==> config.mk <==
export PLATFORM = sky130hd
export DESIGN_NAME = mspwm_top
export DESIGN_NICKNAME = d
export VERILOG_FILES = /design/src/include/mspwm_pkg.sv /design/src/mspwm_dead_time.sv /design/src/mspwm_top.sv
export VERILOG_INCLUDE_DIRS = /design/src /design/src/include
export SDC_FILE = /design/constraint.sdc
export NUM_CORES = 2
export LEC_CHECK = 0
export BUFFER_PORTS_ARGS = -buffer_cell sky130_fd_sc_hd__buf_2
export CORE_AREA = 2 2 475 477
export CTS_CLUSTER_DIAMETER = 80
export CTS_CLUSTER_SIZE = 14
export DETAILED_ROUTE_END_ITERATION = 12
export DIE_AREA = 0 0 477 479
export GPL_TIMING_DRIVEN = 0
export PLACE_DENSITY = 0.33
export SYNTH_ARGS = -nofsm -noshare
export SYNTH_HDL_FRONTEND = slang
export SYNTH_SLANG_ARGS = --single-unit
==> constraint.sdc <==
create_clock -name ref_clk -period 6.02 [get_ports ref_clk]
set_input_delay 0.903 -clock ref_clk [delete_from_list [all_inputs] [get_ports ref_clk]]
set_output_delay 0.903 -clock ref_clk [all_outputs]
set_load 0.005 [all_outputs]
==> src/include/mspwm_consts.svh <==
// timing counts, widths, source codes and reset values for the pwm generator
`ifndef MSPWM_CONSTS_SVH
`define MSPWM_CONSTS_SVH
`define MSPWM_LANES          8
`define MSPWM_CHANNELS       4
`define MSPWM_DT_WIDTH       16
`define MSPWM_TICK_NS        4
`define MSPWM_DT_MIN_NS      4
`define MSPWM_DT_MAX_NS      262000
`define MSPWM_DT_MAX_CYC     (`MSPWM_DT_MAX_NS / `MSPWM_TICK_NS)
`define MSPWM_CNT_WIDTH      16
`define MSPWM_PP_ANGLES      16
`define MSPWM_PP_PHASES      3
`define MSPWM_PP_ANGLE_MAX   16'hEA60
`define MSPWM_SRC_CARRIER    2'h0
`define MSPWM_SRC_DIRECT     2'h1
`define MSPWM_SRC_PATTERN    2'h2
`define MSPWM_SRC_USER       2'h3
`define MSPWM_RST_LANES      8'h00
`endif

==> src/include/mspwm_pkg.sv <==
// types shared by the pwm generator files
package mspwm_pkg;
  typedef enum logic [1:0] {
    MSPWM_CARRIER_SAW_UP,
    MSPWM_CARRIER_SAW_DOWN,
    MSPWM_CARRIER_TRIANGLE,
    MSPWM_CARRIER_TRIANGLE_INV
  } mspwm_carrier_type;
  typedef enum logic [1:0] {
    MSPWM_MODE_HILO,
    MSPWM_MODE_SW_AUTH,
    MSPWM_MODE_INDEPENDENT,
    MSPWM_MODE_RSVD
  } mspwm_chan_mode_type;
  typedef enum logic [1:0] {
    MSPWM_SRC_SEL_CARRIER,
    MSPWM_SRC_SEL_DIRECT,
    MSPWM_SRC_SEL_PATTERN,
    MSPWM_SRC_SEL_USER
  } mspwm_src_type;
endpackage : mspwm_pkg

==> src/mspwm_dead_time.sv <==
// rising-edge delay stage for one lane
`timescale 1ns/1ps
module mspwm_dead_time #(
  parameter int DT_WIDTH = 16
) (
  input  wire logic                ref_clk,    // 250 mhz logic clock
  input  wire logic                rst,        // sync reset
  input  wire logic [DT_WIDTH-1:0] deadTime,   // delay in ticks
  input  wire logic                bypass,     // pass input straight
  input  wire logic                sigIn,      // raw lane level
  output logic                     sigOut      // delayed lane level
);
  import mspwm_pkg::*;
  typedef enum logic [1:0] {DT_LOW, DT_WAIT, DT_HIGH} mspwm_dt_state_type;
  mspwm_dt_state_type stateReg;
  logic [DT_WIDTH-1:0] countReg;

  initial begin
    if (DT_WIDTH < 2) $error("dead time width too small");
  end

  always_ff @(posedge ref_clk) begin
    if (rst) begin
      stateReg <= DT_LOW;
      countReg <= '0;
      sigOut   <= 1'b0;
    end else if (bypass) begin
      stateReg <= DT_LOW;
      countReg <= '0;
      sigOut   <= sigIn;
    end else begin
      unique case (stateReg)
        DT_LOW: begin
          sigOut <= 1'b0;
          if (sigIn) begin
            stateReg <= DT_WAIT;                        // RULE_04
            countReg <= (deadTime == '0) ? DT_WIDTH'(1) : deadTime;
          end
        end
        DT_WAIT: begin
          if (!sigIn) begin
            stateReg <= DT_LOW;                         // RULE_05
          end else if (countReg <= DT_WIDTH'(1)) begin
            stateReg <= DT_HIGH;
            sigOut   <= 1'b1;
          end else begin
            countReg <= countReg - DT_WIDTH'(1);        // RULE_19
          end
        end
        DT_HIGH: begin
          if (!sigIn) begin
            stateReg <= DT_LOW;                         // RULE_04
            sigOut   <= 1'b0;
          end
        end
        default: begin
          stateReg <= DT_LOW;
          sigOut   <= 1'b0;
        end
      endcase
    end
  end
endmodule : mspwm_dead_time

==> src/mspwm_top.sv <==
// eight-lane multi-source pwm generator with dead time and fault blocking
// Operation
// RULE_01: each lane direct or through dead time
// RULE_02: eight lanes grouped into four channels
// RULE_03: odd lane low side, even high side
// RULE_04: rising edges delayed, 4 ns steps
// RULE_05: pulses shorter than dead time suppressed
// RULE_06: dead-time stage can be bypassed
// RULE_07: any source routable to any lane
// RULE_08: four carrier modulators, complementary, 16-bit
// RULE_09: triangle updates once or twice per period
// RULE_10: space vector links adjacent modulators
// RULE_11: direct source drives written lane states
// RULE_12: direct lanes also get dead time, blocking
// RULE_13: pattern counter fixed period, external tick
// RULE_14: three-phase angle tables with direction bits
// RULE_15: user logic signals feed lanes via dead time
// RULE_16: fault blocks all output lanes
// RULE_17: independent mode: no channel, no dead time
// RULE_18: switching plus authorisation lane pairing
// RULE_19: counters on 4 ns clock, sync clear
`timescale 1ns/1ps
`include "mspwm_consts.svh"
module mspwm_top #(
  parameter int LANES    = `MSPWM_LANES,
  parameter int CHANNELS = `MSPWM_CHANNELS,
  parameter int CW       = `MSPWM_CNT_WIDTH,
  parameter int DTW      = `MSPWM_DT_WIDTH,
  parameter int ANGLES   = `MSPWM_PP_ANGLES
) (
  input  wire logic                                  ref_clk,         // logic clock
  input  wire logic                                  rst,             // sync reset, high
  input  wire logic [CHANNELS-1:0][CW-1:0]           carrierPeriod,   // ticks per period
  input  wire logic [CHANNELS-1:0][CW-1:0]           carrierDuty,     // compare value
  input  wire logic [CHANNELS-1:0][CW-1:0]           carrierPhase,    // compare offset added to count
  input  wire mspwm_pkg::mspwm_carrier_type [CHANNELS-1:0] carrierType, // carrier shape
  input  wire logic [CHANNELS-1:0]                   doubleUpdate,    // reload twice a period, triangle carriers only
  input  wire logic [CHANNELS/2-1:0]                 spaceVectorMode, // pair modulators
  input  wire logic [LANES-1:0]                      directState,     // cpu-written levels
  input  wire logic                                  patternTick,     // variable-rate step
  input  wire logic [`MSPWM_PP_PHASES-1:0][ANGLES-1:0][CW-1:0] patternAngle, // angle_table
  input  wire logic [`MSPWM_PP_PHASES-1:0][ANGLES-1:0] patternDir,    // up/down per angle
  input  wire logic [LANES-1:0]                      userLogicLanes,  // user area signals
  input  wire mspwm_pkg::mspwm_src_type [CHANNELS-1:0] channelSource, // per-channel source
  input  wire mspwm_pkg::mspwm_chan_mode_type [CHANNELS-1:0] channelMode, // lane pairing
  input  wire logic [LANES-1:0]                      deadTimeEnable,  // per-lane dt use
  input  wire logic [CHANNELS-1:0][DTW-1:0]          deadTime,        // dt in ticks
  input  wire logic                                  faultIn_n,       // fault pin, low = fault
  output logic [LANES-1:0]                           gateOut,         // optical lanes
  output logic                                       faultActive,     // blocking in force
  output logic [CHANNELS-1:0][CW-1:0]                carrierCount     // modulator counters
);
  import mspwm_pkg::*;

  initial begin
    if (LANES != 2 * CHANNELS) $error("lanes must be twice channels");
    if (CW < 16 || DTW < 16) $error("counter widths below 16 bits");
    if (ANGLES < 1) $error("angle table empty");
  end

  // fault pin synchroniser
  logic faultSync1Reg;
  logic faultSync2Reg;
  always_ff @(posedge ref_clk) begin
    if (rst) begin
      faultSync1Reg <= 1'b1;
      faultSync2Reg <= 1'b1;
    end else begin
      faultSync1Reg <= faultIn_n;
      faultSync2Reg <= faultSync1Reg;
    end
  end

  // carrier modulators
  logic [CHANNELS-1:0]         dirDownReg;
  logic [CHANNELS-1:0][CW-1:0] dutyReg;
  logic [CHANNELS-1:0][CW-1:0] cntReg;
  logic [CHANNELS-1:0]         carrierOutReg;

  function automatic logic atReload(input logic [CW-1:0] cnt, input logic [CW-1:0] per,
                                    input logic down, input mspwm_carrier_type ct,
                                    input logic dbl);
    logic top;
    logic bottom;
    top    = (cnt >= per - CW'(1));
    bottom = (cnt == '0);
    if (ct == MSPWM_CARRIER_TRIANGLE || ct == MSPWM_CARRIER_TRIANGLE_INV) begin
      return (bottom && down) || (dbl && top && !down);          // RULE_09
    end
    return (ct == MSPWM_CARRIER_SAW_UP) ? top : bottom;
  endfunction : atReload

  always_ff @(posedge ref_clk) begin
    for (int c = 0; c < CHANNELS; c++) begin
      if (rst) begin
        cntReg[c]     <= '0;                                     // RULE_19
        dirDownReg[c] <= 1'b0;
        dutyReg[c]    <= '0;
      end else begin
        if (atReload(cntReg[c], carrierPeriod[c], dirDownReg[c], carrierType[c],
                     doubleUpdate[c])) begin
          dutyReg[c] <= carrierDuty[c];
        end
        unique case (carrierType[c])
          MSPWM_CARRIER_SAW_UP: begin
            cntReg[c] <= (cntReg[c] >= carrierPeriod[c] - CW'(1)) ? '0
                         : cntReg[c] + CW'(1);                   // RULE_08
          end
          MSPWM_CARRIER_SAW_DOWN: begin
            cntReg[c] <= (cntReg[c] == '0) ? carrierPeriod[c] - CW'(1)
                         : cntReg[c] - CW'(1);
          end
          MSPWM_CARRIER_TRIANGLE, MSPWM_CARRIER_TRIANGLE_INV: begin
            if (!dirDownReg[c]) begin
              if (cntReg[c] >= carrierPeriod[c] - CW'(1)) begin
                dirDownReg[c] <= 1'b1;
                cntReg[c]     <= cntReg[c] - CW'(1);
              end else begin
                cntReg[c] <= cntReg[c] + CW'(1);
              end
            end else if (cntReg[c] == '0) begin
              dirDownReg[c] <= 1'b0;
              cntReg[c]     <= CW'(1);
            end else begin
              cntReg[c] <= cntReg[c] - CW'(1);
            end
          end
        endcase
      end
    end
  end

  // phase offset applied as compare shift; space vector reuses partner counter
  always_ff @(posedge ref_clk) begin
    for (int c = 0; c < CHANNELS; c++) begin
      if (rst) begin
        carrierOutReg[c] <= 1'b0;
        carrierCount[c]  <= '0;
      end else begin
        carrierCount[c] <= cntReg[c];
        if (spaceVectorMode[c/2] && c[0]) begin
          carrierOutReg[c] <= (cntReg[(c/2)*2] + carrierPhase[c]) < dutyReg[c]; // RULE_10
        end else if (carrierType[c] == MSPWM_CARRIER_TRIANGLE_INV) begin
          carrierOutReg[c] <= (cntReg[c] + carrierPhase[c]) >= dutyReg[c];
        end else begin
          carrierOutReg[c] <= (cntReg[c] + carrierPhase[c]) < dutyReg[c];   // RULE_08
        end
      end
    end
  end

  // programmed pattern: fixed period counter stepped by external tick
  logic [CW-1:0]                         patCntReg;
  logic [`MSPWM_PP_PHASES-1:0]           patOutReg;
  always_ff @(posedge ref_clk) begin
    if (rst) begin
      patCntReg <= '0;
      patOutReg <= '0;
    end else if (patternTick) begin
      patCntReg <= (patCntReg >= CW'(`MSPWM_PP_ANGLE_MAX)) ? '0
                   : patCntReg + CW'(1);                         // RULE_13
      for (int p = 0; p < `MSPWM_PP_PHASES; p++) begin
        for (int a = 0; a < ANGLES; a++) begin
          if (patternAngle[p][a] == patCntReg) begin
            patOutReg[p] <= patternDir[p][a];                    // RULE_14
          end
        end
      end
    end
  end

  // source matrix: channel pairs low (odd) / high (even) lanes
  logic [LANES-1:0] srcLanes;
  always_comb begin
    srcLanes = '0;
    for (int c = 0; c < CHANNELS; c++) begin
      unique case (channelSource[c])                             // RULE_07
        MSPWM_SRC_SEL_CARRIER: begin
          srcLanes[2*c]   = carrierOutReg[c];                    // RULE_03
          srcLanes[2*c+1] = ~carrierOutReg[c];
        end
        MSPWM_SRC_SEL_DIRECT: begin
          srcLanes[2*c]   = directState[2*c];                    // RULE_11
          srcLanes[2*c+1] = directState[2*c+1];
        end
        MSPWM_SRC_SEL_PATTERN: begin
          srcLanes[2*c]   = patOutReg[c % `MSPWM_PP_PHASES];     // RULE_14
          srcLanes[2*c+1] = ~patOutReg[c % `MSPWM_PP_PHASES];
        end
        MSPWM_SRC_SEL_USER: begin
          srcLanes[2*c]   = userLogicLanes[2*c];                 // RULE_15
          srcLanes[2*c+1] = userLogicLanes[2*c+1];
        end
      endcase
      unique case (channelMode[c])
        MSPWM_MODE_SW_AUTH: begin
          srcLanes[2*c+1] = (channelSource[c] == MSPWM_SRC_SEL_DIRECT)
                            ? directState[2*c+1] : 1'b1;         // RULE_18
        end
        MSPWM_MODE_INDEPENDENT: begin
          if (channelSource[c] == MSPWM_SRC_SEL_CARRIER) begin
            srcLanes[2*c+1] = carrierOutReg[c];                  // RULE_17
          end
        end
        default: begin
        end
      endcase
    end
  end

  // dead-time stage per lane
  logic [LANES-1:0] dtLanes;
  for (genvar l = 0; l < LANES; l++) begin : gLane
    mspwm_dead_time #(
      .DT_WIDTH (DTW)
    ) uDeadTime (
      .ref_clk  (ref_clk),
      .rst      (rst),
      .deadTime (deadTime[l/2]),
      .bypass   (~deadTimeEnable[l]
                 || channelMode[l/2] != MSPWM_MODE_HILO),        // RULE_06
      .sigIn    (srcLanes[l]),
      .sigOut   (dtLanes[l])                                     // RULE_01
    );
  end

  // fault blocking; all sources pass here
  always_ff @(posedge ref_clk) begin
    if (rst) begin
      gateOut     <= `MSPWM_RST_LANES;
      faultActive <= 1'b0;
    end else begin
      faultActive <= ~faultSync2Reg;
      gateOut     <= faultSync2Reg ? dtLanes : '0;               // RULE_16
    end
  end
  // RULE_02 RULE_12: lanes 2c/2c+1 form channel c for every source
endmodule : mspwm_top

==> impl_results.md <==
- H-tree levels: 2
- Grt ovf: 0
- Port bufs: 1198
- DR vias: 44.3k
- R2R depth: 10
- Largest delay contributor family on the critical path: buffers and inverters
- Async SR Flop Fraction: 0
- Clock skew: 53.8 ps
- Total power: 15.4 mW
- CP Buf/Inv Count: 3
- Finish-stage setup viols: 0
- Clock Root Buffer: clkbuf_16
- Max Root-Sink Buffers: 3
- Worst Setup Path Type: reg2reg
- Commonest cells in the synthesized netlist: xnor2_1 (634), nor2_1 (488), dfxtp_1 (382), xor2_1 (377), nand2_1 (343)
- CTS tree: yes
- Tot GR Track Use: 0.239
- Starting Density: 0.174
- Final worst-path cycle share: 0.979
- Post-Syn Area: 38800 µm²
- End point of the critical path: patOutReg[1]$_SDFFE_PP0P_
- Max Clk Rate: 170 MHz
- CP endpoint kind: register
- CTS buffer count: 50
- Worst-Skew Late Latency: 700 ps
- Count leader, synth: xnor2_1
- Hold Buf Count CTS: 0
- Row Count: 174
- Status: complete, but fails checks
- Levels on crit path: 10
- RR Startpoint: patCntReg[2]$_SDFFE_PP0P_
- Hold Crit Class: reg2reg
- Clk slew on worst S/H paths: 70 ps
- Resized cells post-CTS: 0
- Chip width: 477 µm
- Failing checks: max-capacitance violations
- FF+latch area: approximately 7600 µm²
- Post-synthesis sequential area ratio: 0.197
- Drt total wl: roughly 280000 µm
- Layout Utilization: 0.228
- Pwr/cell area: about 300 nW/µm²
- Area of the multi-input gates: 29400 µm²
- Routability Congestion: between 0.9 and 1
- Boundary Pins: around 1.2k
- Filler cell count in the final layout: 25.5k
- Tmin final: 5890 ps
- Netlist cell types: 84
- Crit path launch type: register
- Initial DRC count: 2812
- Synth Flop Type: dfxtp_1
- Post-DP HPWL: approximately 240000 µm
- Final worst slack: 127 ps
- Main area contributors after synthesis: dfxtp_1 (20%), xnor2_1 (14%), ha_1 (9.5%)
- Die height: 479 µm
- Routed WL per cell: 30.0 µm
- Slew Limit Fails: 0
- Max IR drop VDD: 0.211 mV
- Slew HR: 0.0108
- Residual DRC count: 0
- Worst-path maximum fanout: 10
- Nets: 7818
- Clk sinks: about 380
- P_leak: 21.6 nW
- DRT antenna net count: 0
- Drt pass-1 iters: 5
- Share of layout cells above drive strength 1: 0.234
- CP peak stage delay: around 1200 ps
- Synth area leader: dfxtp_1
- Mean number of vias per cell: 4.66
- Area Overhead vs Synth: 31.4%
- Slowest-stage cell, CP: nor4_1
- Launch point of the worst path: patCntReg[2]$_SDFFE_PP0P_
- Worst path required time: around 6500 ps
- Number of global-route vias before repair: ~44k
- Critical-path cell list: clkbuf_1, buf_2, buf_2, xor2_1, nor4_1, nand4_1, o21ai_0, a2111oi_0, o21ai_0, a311oi_1
- Final hold violation count: 0
- Share of Yosys cell area claimed by the top area cell type: 0.197
- Maxcap violations: 1
- Synth Instances: just over 5k
- Area of the core: 224000 µm²
- Post-CTS setup buffer count: 0
- Slew @ Worst Pin: 1480 ps
- Worst r2r dst: patOutReg[1]$_SDFFE_PP0P_
- EDFF count, synth: 0
- Full die area: 228000 µm²
- Setup slack at placement: 182 ps
- Setup tns final: 0 ps
- RSZ-0062 raised after global routing: false
- CP Data Arrival Time: approximately 6400 ps
- First-pass GRT wire length: 380000 µm
- Hold Slack: 408 ps
- Largest net degree at the start of global routing: 16
- Synth warn: 0
- R2R Setup Slk: 130 ps
- Initial antenna violation count: 129
- Post-synthesis area per instance: around 7.6 µm²
- Syn Nets: 6538
- Yosys reg bits: 382
cell families (layout without fill, tap and decap cells):
| family | after synthesis | in the layout | share of synthesized area |
|---|---|---|---|
| flops | 382 | 382 | 0.197 |
| simple gates | 1768 | 1768 | 0.229 |
| other cells | 0 | 75 | 0 |
| mux | 76 | 76 | 0.0206 |
| xor+xnor | 1011 | 1011 | 0.228 |
| compound gates | 1084 | 1084 | 0.177 |
| fa+ha+maj | 300 | 300 | 0.0978 |
| buf+inv | 487 | 1806 | 0.0508 |
per-stage QoR:
step,area [µm²],instances
after floorplan,38800,5108
after global placement,48600,9298
after detailed placement,49100,9328
after CTS,50800,9419
after global routing,50900,9453
final,51000,9494
worst min path at each step:
stage | start | end | cells past startpoint
2_1_floorplan | faultSync2Reg$_SDFF_PP1_ | faultActive$_SDFF_PP0_ | 1
3_3_place_gp | faultSync2Reg$_SDFF_PP1_ | faultActive$_SDFF_PP0_ | 1
3_5_place_dp | faultSync1Reg$_SDFF_PP1_ | faultSync2Reg$_SDFF_PP1_ | 1
4_1_cts | faultIn_n | faultSync1Reg$_SDFF_PP1_ | 2
5_1_grt | faultIn_n | faultSync1Reg$_SDFF_PP1_ | 2
6_report | faultSync2Reg$_SDFF_PP1_ | faultActive$_SDFF_PP0_ | 1
registers in the layout, indices dropped and copies added, names as in the netlist, 8 cells and up:
name	flops
gLane.uDeadTime.countReg	128
carrierCount	64
cntReg	64
dutyReg	64
gLane.uDeadTime.stateReg	16
patCntReg	16
gLane.uDeadTime.sigOut	8
gateOut	8
report_power, final:
part	internal [mW]	switching, mW	total, mW
Clock	1.77	1.58	3.35
Combinational	3.50	5.13	8.62
Sequential	2.86	0.603	3.46
cell type report:
class | instances | share of cell area
inverters | 202 | 0.0149
diodes | 75 | 0.00368
clock buffers | 56 | 0.0255
plain buffers | 285 | 0.0241
well taps | 2992 | 0.0734
clock inverters | 35 | 0.00932
repair buffers | 1228 | 0.123
multi-input cells | 4239 | 0.576
flip-flops and latches | 382 | 0.150
worst register-to-register path: stages, from the launching register on:
cell and delay (ps):
dfxtp_1 310, clkbuf_1 710, buf_2 710, buf_2 680
xor2_1 140, nor4_1 1150, nand4_1 640, o21ai_0 890
a2111oi_0 180, o21ai_0 230, a311oi_1 110
layout by cell type, fill, tap and decap left out, types with 18 or more instances in the layout:
master and count:
nand2_1 343, clkbuf_1 173, nor4_1 142, a21oi_1 329, diode_2 75, ha_1 294
nor2_1 488, o211ai_1 23, nor3_1 132, a31oi_1 41, nor2b_1 97, xor2_1 377
buf_2 1286, a22oi_1 55, o31ai_1 23, nor4_2 29, dfxtp_1 382, inv_1 202
o22ai_1 31, buf_4 20, and2_1 22, nand3_1 102, a21o_1 61, a221oi_1 18
o21a_1 27, and3_1 34, o21ai_0 232, nand2b_1 56, clkbuf_16 50, or2_2 26
a211oi_1 95, xnor2_1 634, nand4_1 174, mux2i_1 73, or3_1 50
metal layers:
layer / track usage / share of wire / routed length (µm) / up-vias
met5: 0 / 0.00088 / 251 / -
met4: 0.0769 / 0.036 / 10200 / 40
met3: 0.0404 / 0.063 / 17800 / 375
met2: 0.403 / 0.47 / 133000 / 1682
met1: 0.309 / 0.43 / 123000 / 21400
li1: - / - / - / 20800
Note: power is estimated with default switching activity, not from simulation.
